[config.mk]
export PLATFORM = sky130hd
export DESIGN_NAME = balance_stop_and_voltage_guard
export DESIGN_NICKNAME = d
export VERILOG_FILES = /design/src/rtl/guard_pkg.sv /design/src/rtl/balance_stop_and_voltage_guard.sv
export VERILOG_INCLUDE_DIRS = /design/src /design/src/rtl
export SDC_FILE = /design/constraint.sdc
export NUM_CORES = 1
export LEC_CHECK = 0
export ABC_AREA = 1
export BUFFER_PORTS_ARGS = -buffer_cell sky130_fd_sc_hd__buf_2
export CORE_MARGIN = 2
export CORE_UTILIZATION = 45
export DETAILED_ROUTE_END_ITERATION = 8
export PLACE_DENSITY = 0.68
export SETUP_SLACK_MARGIN = 0.02
export SYNTH_ARGS = -nofsm -noshare
export SYNTH_HDL_FRONTEND = slang
export SYNTH_SLANG_ARGS = --single-unit
[constraint.sdc]
create_clock -name core_clk -period 3.75 [get_ports core_clk]
set_input_delay 0.375 -clock core_clk [delete_from_list [all_inputs] [get_ports core_clk]]
set_output_delay 0.375 -clock core_clk [all_outputs]
set_load 0.02 [all_outputs]
[src/rtl/guard_regs.svh]
// Function
// each channel stops on own timer expiry or voltage under stop level
// balance complete set once every balancing channel stopped normally
// fault stop with unmasked fault halts all channels, sets abort flag; code ignores the fault while balance_pause is high
// launch with every time zero starts nothing, complete stays 0
// nonzero time but all cells under stop level: start, stop, complete
// sixteen countdown timers loaded at launch, frozen during pause
// host selects channel and captures its remaining time
// remaining time reads invalid code when balancing held stopped
// expired channel reads zero; voltage stop or abort reads time left
// host sets drain duration, stop level, runs aux converter, launches
// drain start drives drain pin as output and sets drain active
// drain ends complete on duration reached or stack under stop level
// zero duration relaunch or fault stop ends drain, complete stays 0
// drain never pauses; without aux converter only timer ends it
// power action applied after drain done and cell done if enabled
// common levels; top active channel field, lower channels active too
// two mask registers drop chosen channels from undervoltage test
// overvoltage above level, undervoltage below level, per channel
// guard launch with mode stop, round robin, self-test, single channel
// round robin loops all inputs, ignores inactive, tests stop level
// converter results 0x8000 or held in self-test, resume after settle
// host stops converter before guard self-test
// action code two means shutdown once balancing completes
`ifndef GUARD_REGS_SVH
`define GUARD_REGS_SVH
`define NCH 16
`define TIME_W 8
`define VOLT_W 16
`define MB_W 16
`define TIME_INVALID 8'hFF
`define ADC_HELD 16'h8000
`define ACT_SHUTDOWN 2'h2
`define CLK_MHZ 200
`define BAL_TICK_MS 1000
`define SETTLE_US 100
`define BIST_US 50
`define RR_SLOT_NS 500
`define TICK_CYC (`BAL_TICK_MS * `CLK_MHZ * 1000)
`define SETTLE_CYC (`SETTLE_US * `CLK_MHZ)
`define BIST_CYC (`BIST_US * `CLK_MHZ)
`define RR_SLOT_CYC ((`RR_SLOT_NS * `CLK_MHZ) / 1000)
`endif

[src/rtl/guard_pkg.sv]
package guard_pkg;
  typedef enum logic [2:0] {
    CB_IDLE = 3'h1,
    CB_RUN  = 3'h2,
    CB_STOP = 3'h4
  } cb_state_t;
  typedef enum logic [1:0] {
    GM_STOP   = 2'h0,
    GM_RR     = 2'h1,
    GM_BIST   = 2'h2,
    GM_SINGLE = 2'h3
  } guard_mode_t;
endpackage

[src/rtl/balance_stop_and_voltage_guard.sv]
`timescale 1ns/1ps
`include "guard_regs.svh"
module balance_stop_and_voltage_guard #(
  parameter int unsigned TICK_CYC   = `TICK_CYC,
  parameter int unsigned SETTLE_CYC = `SETTLE_CYC,
  parameter int unsigned BIST_CYC   = `BIST_CYC,
  parameter int unsigned SLOT_CYC   = `RR_SLOT_CYC
) (
  // clock and reset
  input  wire logic                          core_clk,
  input  wire logic                          resetn,
  // cell balancing control
  input  wire logic                          balance_launch,
  input  wire logic [`NCH*`TIME_W-1:0]       per_cell_balance_time,
  input  wire logic [`VOLT_W-1:0]            cell_stop_voltage_level,
  input  wire logic                          fault_stop_enable,
  input  wire logic                          unmasked_fault,
  input  wire logic                          balance_pause,
  input  wire logic [1:0]                    post_balance_power_action,
  // remaining time readback
  input  wire logic [3:0]                    remaining_time_select,
  input  wire logic                          remaining_time_capture,
  // module drain
  input  wire logic [`MB_W-1:0]              module_drain_duration,
  input  wire logic [`VOLT_W-1:0]            module_stop_voltage_level,
  input  wire logic [`VOLT_W-1:0]            stack_voltage_sense,
  input  wire logic                          aux_adc_running,
  // voltage guard
  input  wire logic                          voltage_guard_launch,
  input  wire logic [1:0]                    voltage_guard_mode,
  input  wire logic [3:0]                    voltage_guard_channel_lock,
  input  wire logic [3:0]                    top_active_channel,
  input  wire logic [`VOLT_W-1:0]            overvoltage_level,
  input  wire logic [`VOLT_W-1:0]            undervoltage_level,
  input  wire logic [7:0]                    low_guard_mask_one,
  input  wire logic [7:0]                    low_guard_mask_two,
  input  wire logic [`NCH*`VOLT_W-1:0]       cell_voltage,
  // main converter
  input  wire logic                          adc_start,
  input  wire logic                          adc_valid,
  input  wire logic [`VOLT_W-1:0]            adc_data,
  // balancing status
  output logic [`NCH-1:0]                    cell_balance_on,
  output logic                               cell_balance_complete,
  output logic                               fault_abort_flag,
  output logic [`TIME_W-1:0]                 remaining_time_value,
  // drain status and pin
  output logic                               module_drain_active,
  output logic                               module_drain_complete,
  output logic                               drain_output_pin,
  output logic                               drain_pin_oe_n,
  // power action
  output logic                               power_mode_go,
  output logic [1:0]                         power_mode_sel,
  // guard status
  output logic                               guard_running,
  output logic [`NCH-1:0]                    ov_fault,
  output logic [`NCH-1:0]                    uv_fault,
  output logic [`VOLT_W-1:0]                 adc_result
);

  function automatic logic [`VOLT_W-1:0] volt_of(input logic [3:0] ch);
    volt_of = cell_voltage[ch*`VOLT_W +: `VOLT_W];
  endfunction

  guard_pkg::cb_state_t                cb_state_r;
  logic [`NCH-1:0][`TIME_W-1:0]        cb_timer_r;
  logic [`NCH-1:0]                     cb_act_r;
  logic [`NCH-1:0]                     cb_low_r;
  logic                                time_valid_r;
  logic                                cb_en_r;
  logic [31:0]                         tick_cnt_r;
  logic                                tick_r;
  logic [`MB_W-1:0]                    mb_cnt_r;
  logic                                mb_en_r;
  logic                                pwr_pend_r;
  logic [1:0]                          pwr_act_r;
  guard_pkg::guard_mode_t              g_mode_r;
  logic [`VOLT_W-1:0]                  g_ov_r;
  logic [`VOLT_W-1:0]                  g_uv_r;
  logic [`VOLT_W-1:0]                  g_stop_r;
  logic [3:0]                          g_top_r;
  logic [`NCH-1:0]                     g_mask_r;
  logic [3:0]                          g_lock_r;
  logic [3:0]                          scan_ch_r;
  logic [31:0]                         slot_cnt_r;
  logic [31:0]                         bist_cnt_r;
  logic [31:0]                         settle_cnt_r;
  logic                                all_zero;
  logic                                abort_now;
  logic                                slot_end;
  logic [3:0]                          eval_ch;
  logic [`VOLT_W-1:0]                  eval_v;

  assign all_zero  = (per_cell_balance_time == '0);
  assign abort_now = fault_stop_enable && unmasked_fault && !balance_pause;
  assign slot_end  = (slot_cnt_r == SLOT_CYC - 1);
  assign eval_ch   = (g_mode_r == guard_pkg::GM_SINGLE) ? g_lock_r
                                                        : scan_ch_r;
  assign eval_v    = volt_of(eval_ch);

  // balance time base
  always_ff @(posedge core_clk or negedge resetn)
    if (!resetn)
    begin
      tick_cnt_r <= 32'h0;
      tick_r     <= 1'b0;
    end
    else
    begin
      tick_r     <= (tick_cnt_r == TICK_CYC - 1);
      tick_cnt_r <= (tick_cnt_r == TICK_CYC - 1) ? 32'h0 : tick_cnt_r + 32'h1;
    end

  // cell balancing timers and stop conditions
  always_ff @(posedge core_clk or negedge resetn)
    if (!resetn)
    begin
      cb_state_r            <= guard_pkg::CB_IDLE;
      cb_timer_r            <= '0;
      cb_act_r              <= '0;
      cb_en_r               <= 1'b0;
      time_valid_r          <= 1'b0;
      cell_balance_complete <= 1'b0;
      fault_abort_flag      <= 1'b0;
      cell_balance_on       <= '0;
    end
    else if (balance_launch)
    begin
      cell_balance_complete <= 1'b0;
      fault_abort_flag      <= 1'b0;
      cell_balance_on       <= '0;
      for (int i = 0; i < `NCH; i++)
      begin
        cb_timer_r[i] <= per_cell_balance_time[i*`TIME_W +: `TIME_W];
        cb_act_r[i]   <= (per_cell_balance_time[i*`TIME_W +: `TIME_W] != 0);
      end
      cb_en_r      <= !all_zero;
      time_valid_r <= !all_zero;
      cb_state_r   <= all_zero ? guard_pkg::CB_IDLE
                               : guard_pkg::CB_RUN;
    end
    else
    begin
      unique case (cb_state_r)
        guard_pkg::CB_IDLE, guard_pkg::CB_STOP:
          cell_balance_on <= '0;
        guard_pkg::CB_RUN:
          if (abort_now)
          begin
            cb_act_r         <= '0;
            cell_balance_on  <= '0;
            fault_abort_flag <= 1'b1;
            cb_state_r       <= guard_pkg::CB_STOP;
          end
          else if (cb_act_r == '0)
          begin
            cell_balance_complete <= 1'b1;
            cell_balance_on       <= '0;
            cb_state_r            <= guard_pkg::CB_STOP;
          end
          else
          begin
            for (int i = 0; i < `NCH; i++)
              if (cb_act_r[i] && cb_low_r[i])
                cb_act_r[i] <= 1'b0;
              else if (cb_act_r[i] && tick_r && !balance_pause)
              begin
                cb_timer_r[i] <= cb_timer_r[i] - 1'b1;
                if (cb_timer_r[i] == 1)
                  cb_act_r[i] <= 1'b0;
              end
            cell_balance_on <= balance_pause ? '0 : cb_act_r & ~cb_low_r;
          end
      endcase
    end

  // remaining time capture
  always_ff @(posedge core_clk or negedge resetn)
    if (!resetn)
      remaining_time_value <= `TIME_INVALID;
    else if (remaining_time_capture)
      remaining_time_value <= time_valid_r ? cb_timer_r[remaining_time_select]
                                           : `TIME_INVALID;

  // module drain
  always_ff @(posedge core_clk or negedge resetn)
    if (!resetn)
    begin
      mb_cnt_r              <= '0;
      mb_en_r               <= 1'b0;
      module_drain_active   <= 1'b0;
      module_drain_complete <= 1'b0;
      drain_output_pin      <= 1'b0;
      drain_pin_oe_n        <= 1'b1;
    end
    else if (balance_launch)
    begin
      mb_cnt_r              <= '0;
      mb_en_r               <= (module_drain_duration != 0);
      module_drain_active   <= (module_drain_duration != 0);
      drain_output_pin      <= (module_drain_duration != 0);
      drain_pin_oe_n        <= (module_drain_duration == 0);
      module_drain_complete <= 1'b0;
    end
    else if (module_drain_active)
    begin
      if (fault_stop_enable && unmasked_fault)
      begin
        module_drain_active <= 1'b0;
        drain_output_pin    <= 1'b0;
        drain_pin_oe_n      <= 1'b1;
      end
      else if ((tick_r && mb_cnt_r + 1'b1 == module_drain_duration) ||
               (aux_adc_running &&
                stack_voltage_sense < module_stop_voltage_level))
      begin
        module_drain_active   <= 1'b0;
        module_drain_complete <= 1'b1;
        drain_output_pin      <= 1'b0;
        drain_pin_oe_n        <= 1'b1;
      end
      else if (tick_r)
        mb_cnt_r <= mb_cnt_r + 1'b1;
    end

  // post balance power action
  always_ff @(posedge core_clk or negedge resetn)
    if (!resetn)
    begin
      pwr_pend_r     <= 1'b0;
      pwr_act_r      <= 2'h0;
      power_mode_go  <= 1'b0;
      power_mode_sel <= 2'h0;
    end
    else if (balance_launch)
    begin
      pwr_pend_r    <= (module_drain_duration != 0) || !all_zero;
      pwr_act_r     <= post_balance_power_action;
      power_mode_go <= 1'b0;
    end
    else if (pwr_pend_r && (!mb_en_r || module_drain_complete) &&
             (!cb_en_r || cell_balance_complete))
    begin
      pwr_pend_r     <= 1'b0;
      power_mode_go  <= 1'b1;
      power_mode_sel <= pwr_act_r;
    end
    else
      power_mode_go <= 1'b0;

  // guard launch, mode and scan
  always_ff @(posedge core_clk or negedge resetn)
    if (!resetn)
    begin
      g_mode_r      <= guard_pkg::GM_STOP;
      g_ov_r        <= '0;
      g_uv_r        <= '0;
      g_stop_r      <= '0;
      g_top_r       <= 4'h0;
      g_mask_r      <= '0;
      g_lock_r      <= 4'h0;
      scan_ch_r     <= 4'h0;
      slot_cnt_r    <= 32'h0;
      bist_cnt_r    <= 32'h0;
      guard_running <= 1'b0;
    end
    else if (voltage_guard_launch)
    begin
      g_mode_r      <= guard_pkg::guard_mode_t'(voltage_guard_mode);
      g_ov_r        <= overvoltage_level;
      g_uv_r        <= undervoltage_level;
      g_stop_r      <= cell_stop_voltage_level;
      g_top_r       <= top_active_channel;
      g_mask_r      <= {low_guard_mask_two, low_guard_mask_one};
      g_lock_r      <= voltage_guard_channel_lock;
      scan_ch_r     <= 4'h0;
      slot_cnt_r    <= 32'h0;
      bist_cnt_r    <= 32'h0;
      guard_running <= (voltage_guard_mode != guard_pkg::GM_STOP);
    end
    else
    begin
      unique case (g_mode_r)
        guard_pkg::GM_STOP:
          guard_running <= 1'b0;
        guard_pkg::GM_BIST:
          if (bist_cnt_r == BIST_CYC - 1)
          begin
            g_mode_r      <= guard_pkg::GM_STOP;
            guard_running <= 1'b0;
          end
          else
            bist_cnt_r <= bist_cnt_r + 32'h1;
        guard_pkg::GM_RR, guard_pkg::GM_SINGLE:
        begin
          slot_cnt_r <= slot_end ? 32'h0 : slot_cnt_r + 32'h1;
          if (slot_end)
            scan_ch_r <= scan_ch_r + 4'h1;
        end
      endcase
    end

  // window comparison per slot
  always_ff @(posedge core_clk or negedge resetn)
    if (!resetn)
    begin
      ov_fault <= '0;
      uv_fault <= '0;
      cb_low_r <= '0;
    end
    else if (voltage_guard_launch)
    begin
      ov_fault <= '0;
      uv_fault <= '0;
      cb_low_r <= '0;
    end
    else if (slot_end && (g_mode_r == guard_pkg::GM_RR ||
                          g_mode_r == guard_pkg::GM_SINGLE))
    begin
      if (eval_ch <= g_top_r)
      begin
        if (eval_v > g_ov_r)
          ov_fault[eval_ch] <= 1'b1;
        if (eval_v < g_uv_r && !g_mask_r[eval_ch])
          uv_fault[eval_ch] <= 1'b1;
        if (g_mode_r == guard_pkg::GM_RR)
          cb_low_r[eval_ch] <= (g_stop_r != 0) && (eval_v < g_stop_r);
      end
    end

  // converter result hold around self-test
  always_ff @(posedge core_clk or negedge resetn)
    if (!resetn)
    begin
      adc_result   <= '0;
      settle_cnt_r <= 32'h0;
    end
    else if (g_mode_r == guard_pkg::GM_BIST)
    begin
      settle_cnt_r <= SETTLE_CYC;
      if (adc_start)
        adc_result <= `ADC_HELD;
    end
    else if (settle_cnt_r != 0)
      settle_cnt_r <= settle_cnt_r - 32'h1;
    else if (adc_valid)
      adc_result <= adc_data;
endmodule

# ---- Word level (Yosys, flattened, before mapping)
# Cells that the tools add are included.
dict set report totals {
  ff_bits 473
  latch_bits 0
  ram_bits 0
  mem_bits_ro 0
  input_bits 539
  out_inout_bits 82
  elab_cells 535
  n_memories 0
}
dict set report classes {
  n_addsub 22
  n_mul 0
  n_div 0
  order_cmp 8
  eq_ne 51
  n_shift 1
  n_mux 172
  bitwise_logic 5
  n_reduce_logical 210
}
# cell n
set op_table {}
lappend op_table {{2-to-1 mux 128 bit} 4}
lappend op_table {{2-to-1 mux 16 bit} 29}
lappend op_table {{2-to-1 mux 32 bit} 9}
lappend op_table {{2-to-1 mux 8 bit} 34}
lappend op_table {{variable part select 256 x 9 -> 16 bit} 1}
lappend op_table {{== test 8 x 1 -> 1 bit, second input constant} 16}
lappend op_table {{logical NOT 128 bit} 1}
lappend op_table {{nonzero test 4 bit} 32}
lappend op_table {{nonzero test 8 bit} 16}
lappend op_table {{subtractor 8 x 1 -> 8 bit, second input constant} 16}
lappend op_table {{adder 32 x 1 -> 32 bit, second input constant} 3}
lappend op_table {{AND reduction 5 bit} 16}
lappend op_table {{2-to-1 mux 1 bit} 78}
lappend op_table {{nonzero test 2 bit} 35}
lappend op_table {{AND reduction 4 bit} 17}
lappend op_table {{logical AND 1 bit} 58}
lappend op_table {{< comparator 16 bit} 3}
lappend op_table {{!= test 2 bit, second input constant} 23}
lappend op_table {{binary-select mux 8 bit (select 4 bit)} 1}
lappend op_table {{== test 32 x 14 -> 1 bit, second input constant} 1}
lappend op_table {{== test 32 x 28 -> 1 bit, second input constant} 1}
lappend op_table {{== test 32 x 7 -> 1 bit, second input constant} 1}
lappend op_table {{logical NOT 16 bit} 2}
lappend op_table {{bitwise OR 16 bit} 2}
lappend op_table {{other kinds (34)} 70}

# ---- Longest topological paths before layout
# Gate-level depths: netlist of run 1.
dict set report depth {
  word_depth 11
  depth_mapped 25
  ltp_nobuf 22
}

# ---- Least setup slack after synthesis of run 1
# Ideal clock, no wire load.
dict set report synth_path {
  kind {register to register}
  from {register g_mode_r[0]}
  to {register uv_fault[10]}
  setup_ns 0.066
  arrival_time_ns 3.393
  required_ns 3.684
  slack_ns 0.291
  path_stages_with_launch 26
  path_buffers 4
  synth_period_minus_slack_ns 3.459
  cell_sequence {dfrtp_1 > buf_4 > nand2_4 > nand2_1 > o21ai_4 > inv_2 > nor2_1 > inv_1 > buf_2 > buf_1 > o22ai_1 > nor2_1 > o2111a_1 > ha_1 > nand2_1 > inv_1 > nand3_1 > a31oi_1 > a2111oi_0 > nand2_1 > nor3_1 > nand2_1 > nand2_4 > buf_12 > nand3_2 > nand2_1}
}
dict set report synth_between {
  elab_chain_cells 11
  elab_cells_between_ends 26
  cone_classes {4 x order compare; 2 x eq/ne; 1 x shift; 9 x mux; 1 x bitwise; 9 x reduce/logical}
}
# element line
set synth_rtl {}
lappend synth_rtl {{from (decl)} balance_stop_and_voltage_guard.sv:78} ;# guard_pkg::guard_mode_t g_mode_r;
lappend synth_rtl {{from (signal assigned)} balance_stop_and_voltage_guard.sv:256} ;# g_mode_r <= guard_pkg::GM_STOP;
lappend synth_rtl {{from (signal assigned)} balance_stop_and_voltage_guard.sv:270} ;# g_mode_r <= guard_pkg::guard_mode_t'(voltage_guard_mode);
lappend synth_rtl {{from (signal assigned)} balance_stop_and_voltage_guard.sv:290} ;# g_mode_r <= guard_pkg::GM_STOP;
lappend synth_rtl {{parallel branches: the longest is 11 deep, another holds < comparator 16 bit} -}
lappend synth_rtl {{to (signal assigned)} balance_stop_and_voltage_guard.sv:309} ;# uv_fault <= '0;
lappend synth_rtl {{to (signal assigned)} balance_stop_and_voltage_guard.sv:315} ;# uv_fault <= '0;
lappend synth_rtl {{to (signal, indexed assignment)} balance_stop_and_voltage_guard.sv:326} ;# uv_fault[eval_ch] <= 1'b1;
lappend synth_rtl {{to (decl)} balance_stop_and_voltage_guard.sv:58} ;# output logic [`NCH-1:0] uv_fault,
# Parallel ways; which one is timed is not known. The select of a mux whose other input is x is not followed.
# A chain may end at the register's enable or synchronous reset.

# ---- Final worst setup path of run 1
dict set report layout_path {
  from {register g_mode_r[1]}
  to {register uv_fault[5]}
}
# The elaborated chain is that of the path after synthesis.

==> flow_metrics.py, run 1 <==
metrics = {
    "run_status": {
        "status": "complete, no violations",
    },
    "placed_design": {
        "dpl_cell_area_mm2": 0.0337,
        "place_congestion": 1.04,
        "numPortBuffers": 620,
        "dp.final_hpwl_um": 85900,
        "placed_cells": 5262,
    },
    "detailed_routing": {
        "detailedRoute.firstIterationViolations": 3165,
        "wl_per_cell_um": 20.1,
        "antenna_left": 0,
        "vias": 30800,
        "finalWirelength_um": 111000,
        "dr.pass1.iters": 6,
        "drc_errors": 0,
        "vias_per_cell": 5.60,
    },
    "critical_path": {
        "critical_path.top_delay_family": "simple AND/OR/NAND/NOR gates",
        "r2r_slack_ns": 0.11,
        "required_ns": 4.31,
        "critPathArrivalTime_ns": 4.20,
        "start_kind": "flip-flop",
        "r2r_cells": 20,
        "path_max_fanout": 8,
        "cp_common_cell": "nand2_1",
        "path_cells": "nand2_4, buf_4, nand2_1, o21ai_4, inv_2, nor2_4, clkinvlp_4, buf_6, o2111a_1, ha_1, nand3_1, a31oi_2, a2111oi_2, buf_4, nand2_1, nor3_2, nand2_2, nand2_4, nand3_1, nand2_1",
        "rr_endpoint": "uv_fault[5]$_DFFE_PN0P_",
        "crit_type": "flip-flop to flip-flop",
        "cp-end-kind": "flip-flop",
        "slowest_stage": "dfrtp_2",
        "slowest_delay_ns": 0.44,
        "timing.rr.start": "g_mode_r[1]$_DFFE_PN0P_",
        "crit_buf_inv": 5,
    },
    "floorplan": {
        "ios": 621,
        "die_w_um": 258,
        "coreArea_mm2": 0.0641,
        "row_count": 93,
        "die-area_mm2": 0.0666,
        "die_y_um": 258,
        "start_util_pct": 45.3,
    },
    "cells_and_area": {
        "area_growth_pct": 27.7,
        "fin_area_mm2": 0.0371,
        "nets": 5233,
        "seqCellArea_mm2": 0.0119,
        "instances_no_fill": 5495,
        "final_layout_size_suffix_gt1_share_pct": 20.5,
        "nFillCells": 5993,
        "multiInputGateArea_mm2": 0.0151,
    },
    "logic_synthesis": {
        "synth-simple-area-share_pct": 24.4,
        "synth_edf_count": 0,
        "ys_ff_latch": 473,
        "synth_compound_gate_area_share_pct": 18.1,
        "syn_area_mm2": 0.0291,
        "synth.net_count": 4463,
        "synth-seq-area-share_pct": 40.8,
        "synthMuxAreaShare_pct": 0,
        "yosysWarnings": 0,
        "synth_area_leader_cell": "dfrtp_1",
        "yosysTopAreaCellShare_pct": 39.9,
        "async_flop_share_pct": 100,
        "synth_top_family_by_area": "simple AND/OR/NAND/NOR gates",
        "ys_types": 64,
        "synth-adder-area-share_pct": 4.43,
        "netlist_top_cells_area": "dfrtp_1 40%, nand2_1 9.4%, inv_1 6.2%",
        "ys.flop_type": "dfrtp_1",
        "avgSynthCellArea_um2": 7.61,
        "syn_inst": 3821,
        "synthXorXnorAreaFrac_pct": 4.05,
    },
    "cts": {
        "cts_root_buf": "clkbuf_16",
        "clockBufferDepth": 3,
        "clkTransAtPathRegs_ns": 0.06,
        "cts_tree": "built",
        "clk_latency_ns": 0.62,
        "htreeDepth": 2,
        "numCtsBuffers": 54,
        "cts.sinks": 473,
    },
    "worst_hold_path": {
        "hp-start": "per_cell_balance_time[75]",
        "whs_path_depth": 3,
        "min_to": "cb_timer_r[75]$_DFFE_PN0P_",
        "hp-class": "input pin to flip-flop",
    },
    "sta": {
        "clock_skew_ns": 0.0456,
        "slew_headroom_pct": 35.6,
        "tightest_slew_ns": 0.957,
        "whs_ns": 0.0180,
        "timing.fmax_mhz": 275,
        "fin_crit_ns": 3.64,
        "rsz0062_at_grt": "true",
        "slew_violations": 0,
        "hold_violations": 0,
        "finalCritPeriodShare_pct": 97.0,
        "setup_viol": 0,
    },
    "pwr": {
        "p_per_area_mw_per_mm2": 402,
        "finalPower_mw": 14.9,
        "vdd_drop_max_uv": 313,
        "leakagePower_nw": 17.8,
    },
    "global_routing": {
        "grt_pass1_wl_um": 169000,
        "grt.total_usage_pct": 32.3,
        "grt_pass1_vias": 28900,
        "antenna_found_initial": 6,
        "grt_overflow_total": 0,
        "grt_max_degree": 87,
    },
    "flow_run": {
        "max_cap_viol_count": 0,
    },
}
[kinds of logic (layout without fill, tap and decap cells)]
family | after synthesis | in the layout
compound gates | 860 | 860
xor+xnor | 133 | 133
fa+ha+maj | 103 | 103
buf+inv | 634 | 1445
flops | 473 | 473
other cells | 0 | 7
simple gates | 1618 | 1619
[sequential cells by signal, summed over array words and instances (netlist names), 8 cells and up]
name / cells
settle_cnt_r: 32
adc_result: 16
cb_act_r: 16
tick_cnt_r: 32
slot_cnt_r: 32
cb_low_r: 16
remaining_time_value: 8
uv_fault: 16
cell_balance_on: 16
g_mask_r: 16
bist_cnt_r: 32
g_stop_r: 16
mb_cnt_r: 16
cb_timer_r: 128
ov_fault: 16
g_uv_r: 16
g_ov_r: 16
[worst register-to-register path, stage by stage, from the launching register on]
cell,delay (ns)
dfrtp_2,0.44
nand2_4,0.13
buf_4,0.16
nand2_1,0.09
o21ai_4,0.11
inv_2,0.09
nor2_4,0.14
clkinvlp_4,0.23
buf_6,0.19
o2111a_1,0.27
ha_1,0.29
nand3_1,0.10
a31oi_2,0.10
a2111oi_2,0.36
buf_4,0.17
nand2_1,0.05
nor3_2,0.12
nand2_2,0.18
nand2_4,0.17
nand3_1,0.10
nand2_1,0.07
[worst max path at each step]
stage,cells past startpoint,endpoint,startpoint,slack (ns)
6_report,20,uv_fault[5]$_DFFE_PN0P_,g_mode_r[1]$_DFFE_PN0P_,0.11
5_1_grt,21,uv_fault[5]$_DFFE_PN0P_,g_mode_r[0]$_DFFE_PN0P_,-0.06
4_1_cts,21,uv_fault[5]$_DFFE_PN0P_,g_mode_r[0]$_DFFE_PN0P_,0.01
3_5_place_dp,22,uv_fault[5]$_DFFE_PN0P_,g_mode_r[0]$_DFFE_PN0P_,-0.22
3_3_place_gp,22,uv_fault[4]$_DFFE_PN0P_,g_mode_r[0]$_DFFE_PN0P_,-0.07
2_1_floorplan,25,uv_fault[10]$_DFFE_PN0P_,g_mode_r[0]$_DFFE_PN0P_,0.29
[power breakdown]
part	internal, mW	leakage, nW	switching [mW]
Sequential	5.45	6.03	0.322
Clock	3.29	0.909	2.17
Combinational	1.47	10.8	2.23
Total	10.2	17.8	4.72
[repair_timing]
action | 4_1_cts | 5_1_grt
hold buffers | 107 | 0
buffers inserted | 0 | 16
gates cloned | 1 | 4
endpoints found under the setup margin | 23 | 48
pin swaps | 2 | 12
hold endpoints to repair | 177 | 0
resized for setup | 9 | 77
[final cells by class]
type / instances / share of cell area (%)
Antenna cell: 7 / 0.0472
Sequential cell: 473 / 31.9
Clock buffer: 81 / 4.32
Timing Repair Buffer: 857 / 14.7
Clock inverter: 17 / 0.640
Tap cell: 855 / 2.88
Inverter: 490 / 4.97
Multi-Input combinational cell: 2715 / 40.5
[per-stage QoR]
stage	setup TNS, ns	worst slack [ns]	utilization, %
floorplan	0	0.291	-
global placement	-0.865	-0.0714	52.5
detailed placement	-2.85	-0.223	52.5
CTS	0	0.0108	57.1
global route	-0.617	-0.0603	57.9
finish	0	0.111	57.9
[synthesized netlist by cell type, types with 7 or more instances]
library cell	count
a21oi_1	163
a31oi_1	15
buf_1	17
buf_2	7
clkbuf_1	115
dfrtp_1	463
dfstp_2	10
ha_1	103
inv_1	479
inv_2	7
nand2_1	730
nand3_1	200
nand3_2	12
nand3b_1	7
nand4_1	64
nor2_1	378
nor3_1	113
nor4_1	71
o2111a_1	15
o211ai_1	46
o21a_1	11
o21ai_0	321
o21ai_1	8
o221ai_1	65
o22ai_1	141
o311ai_0	15
o31ai_1	8
or2_2	9
xnor2_1	38
xor2_1	94
[placed cells by master (no fill, tap or decap), types with 38 or more instances in the layout]
cell type,count
xor2_1,94
nand2_1,726
xnor2_1,38
dfrtp_1,461
o22ai_1,126
nor3_1,112
o221ai_1,64
inv_1,470
nor4_1,70
nor2_1,372
o211ai_1,46
nand3_1,198
o21ai_0,300
buf_2,617
clkbuf_16,59
dlygate4sd3_1,107
nand4_1,64
ha_1,100
buf_4,107
a21oi_1,163
[per-layer routing]
metal  up-vias  routed length (µm)  track usage, %
li1      14600                   -               -
met3       184                9690            5.05
met2      1373               46800            47.6
met5         -                  13               0
met4         2                3280            9.62
met1     14600               50800            48.8
Power figures use the tool's default switching activity.
==> inputs of run 2 (changes only) <==
--- a/config.mk
+++ b/config.mk
@@ -12,7 +12,7 @@
 export CORE_UTILIZATION = 45
 export DETAILED_ROUTE_END_ITERATION = 8
 export PLACE_DENSITY = 0.68
-export SETUP_SLACK_MARGIN = 0.02
+export SETUP_SLACK_MARGIN = 0.5
 export SYNTH_ARGS = -nofsm -noshare
 export SYNTH_HDL_FRONTEND = slang
 export SYNTH_SLANG_ARGS = --single-unit
==> run 2 against run 1 <==
Critical path depth is the same. Routed wire length grew 0.20%. Highest routed layer is now met4. Critical endpoint is now ov_fault[5]$_DFFE_PN0P_. Core utilization shrank 0.45 points. Count of clock-buffer cells in the layout shrank 4. Die area is the same.
==> flow_metrics.py, run 2 (synthesis gave the netlist of run 1 again) <==
metrics = {
    "placed_design": {
        "pre_cts_slack_ns": -0.327,
        "dpl_cell_area_mm2": 0.0335,
        "placed_cells": 5234,
        "numPortBuffers": 620,
        "place_congestion": 1.02,
        "dp.final_hpwl_um": 85500,
    },
    "detailed_routing": {
        "detailedRoute.firstIterationViolations": 3232,
        "drc_errors": 0,
        "antenna_left": 0,
        "wl_per_cell_um": 20.3,
        "finalWirelength_um": 111000,
        "dr.pass1.iters": 8,
        "vias": 30600,
        "vias_per_cell": 5.63,
    },
    "floorplan": {
        "die_w_um": 258,
        "die_y_um": 258,
        "coreArea_mm2": 0.0641,
        "ios": 621,
        "start_util_pct": 45.3,
        "row_count": 93,
        "die-area_mm2": 0.0666,
    },
    "critical_path": {
        "path_max_fanout": 16,
        "critPathArrivalTime_ns": 4.09,
        "crit_type": "flip-flop to flip-flop",
        "cp-end-kind": "flip-flop",
        "required_ns": 4.25,
        "start_kind": "flip-flop",
    },
    "sta": {
        "fin_crit_ns": 3.58,
        "tightest_slew_ns": 0.930,
        "slew_violations": 0,
        "finalCritPeriodShare_pct": 95.5,
        "slew_headroom_pct": 37.4,
        "fin_ws_ns": 0.167,
        "setup_viol": 0,
        "timing.fmax_mhz": 279,
        "clock_skew_ns": 0.0293,
        "rsz0062_at_grt": "true",
        "hold_violations": 0,
    },
    "cells_and_area": {
        "final_layout_size_suffix_gt1_share_pct": 20.2,
        "area_growth_pct": 26.7,
        "nFillCells": 5951,
        "nets": 5188,
        "seqCellArea_mm2": 0.0119,
        "largest_reg_flops": 128,
        "layout_commonest_cell": "nand2_1",
        "instances_no_fill": 5444,
        "regMostFlops": "cb_timer_r",
        "fin_area_mm2": 0.0368,
        "multiInputGateArea_mm2": 0.0152,
        "final_cell_mix": "724 x nand2_1, 617 x buf_2, 472 x inv_1",
    },
    "pwr": {
        "leakagePower_nw": 17.5,
        "finalPower_mw": 15.0,
        "p_per_area_mw_per_mm2": 407,
        "vdd_drop_max_uv": 338,
    },
    "global_routing": {
        "grt_max_degree": 94,
        "antenna_found_initial": 7,
        "grt_overflow_total": 0,
        "grt_pass1_vias": 29400,
        "grt.total_usage_pct": 32.5,
        "grt_pass1_wl_um": 170000,
    },
    "flow_run": {
        "max_cap_viol_count": 0,
    },
    "cts": {
        "clockBufferDepth": 3,
        "cts_root_buf": "clkbuf_16",
        "cts_tree": "built",
        "cts.sinks": 473,
        "clk_latency_ns": 0.62,
        "htreeDepth": 2,
        "clkTransAtPathRegs_ns": 0.06,
        "numCtsBuffers": 54,
    },
    "run_status": {
        "status": "complete, no violations",
    },
    "worst_hold_path": {
        "hp-class": "input pin to flip-flop",
    },
}
run 2: cell count changes in the layout (fill, tap and decap cells not counted), sizes merged, moves of 2 or more:
cell | before | now
clkbuf | 85 | 78
buf | 746 | 716
clkinvlp | 2 | 4
dlygate4sd3 | 107 | 93
diode | 7 | 4
run 2: routing by layer:
metal / track usage, % / share of wire [%]
met1: 46.5 / 44
met2: 49.8 / 44
met3: 5.87 / 8.6
met4: 11.0 / 3.5
met5: 0 / 0
run 2: cell type report:
cell class | instances | share of cell area [%]
timing repair buffer | 811 | 13.7
inverter | 490 | 5.01
clock buffer | 77 | 4.23
tap | 855 | 2.90
antenna | 4 | 0.0272
clock inverter | 18 | 0.720
sequential | 473 | 32.2
multi-input combinational | 2716 | 41.2
run 2: worst max-delay path, cell delays in order, from the launching register on:
cell,delay [ns]
dfrtp_2,0.45
buf_6,0.15
nand3_4,0.10
nand2_8,0.09
nor2_4,0.14
inv_4,0.09
bufbuf_16,0.30
o22ai_2,0.12
nor2_1,0.09
o2111a_1,0.28
buf_4,0.15
ha_1,0.31
inv_1,0.08
nor4_4,0.29
nand2_1,0.08
o2111ai_1,0.08
nand2_1,0.13
nand2_1,0.08
nand2_1,0.09
buf_12,0.16
o31ai_2,0.18
run 2: final timing paths:
| kind | slack, ns | depth (start not counted) | to | start |
|---|---|---|---|---|
| min in group asynchronous | 0.34 | 2 | cb_timer_r[24]$_DFFE_PN0P_ | resetn |
| setup reg to reg | 0.17 | 20 | ov_fault[5]$_DFFE_PN0P_ | g_mode_r[0]$_DFFE_PN0P_ |
| hold reg to reg | 0.47 | 1 | tick_cnt_r[0]$_DFF_PN0_ | tick_cnt_r[0]$_DFF_PN0_ |
| setup / recovery | 0.17 | 20 | ov_fault[5]$_DFFE_PN0P_ | g_mode_r[0]$_DFFE_PN0P_ |
| hold / removal | 0.02 | 3 | g_top_r[3]$_DFFE_PN0P_ | top_active_channel[3] |
| max in group asynchronous | 2.21 | 3 | settle_cnt_r[1]$_DFFE_PN0P_ | resetn |
run 2: where the power goes:
part	total, mW	switching [mW]	internal, mW
clock network	5.51	2.22	3.29
registers	5.77	0.317	5.45
logic	3.71	2.25	1.47
run 2: what timing repair did:
| item | CTS | global route |
|---|---|---|
| setup buffers | 11 | 1 |
| pin swaps | 25 | 6 |
| resized for setup | 83 | 23 |
| setup endpoints to repair | 48 | 48 |
| cloned | 5 | 1 |
| hold buffers | 93 | 0 |
| hold endpoints to repair | 158 | 0 |
run 2: metrics by stage:
step                      hold WS, ns  TNS [ns]  utilization [%]
final                          0.0156         0             57.4
after global placement          0.430     -4.47             52.2
after global routing          0.00794         0             57.4
after detailed placement        0.422     -4.73             52.2
after floorplan                0.0794         0                -
after CTS                    0.000245         0             57.2
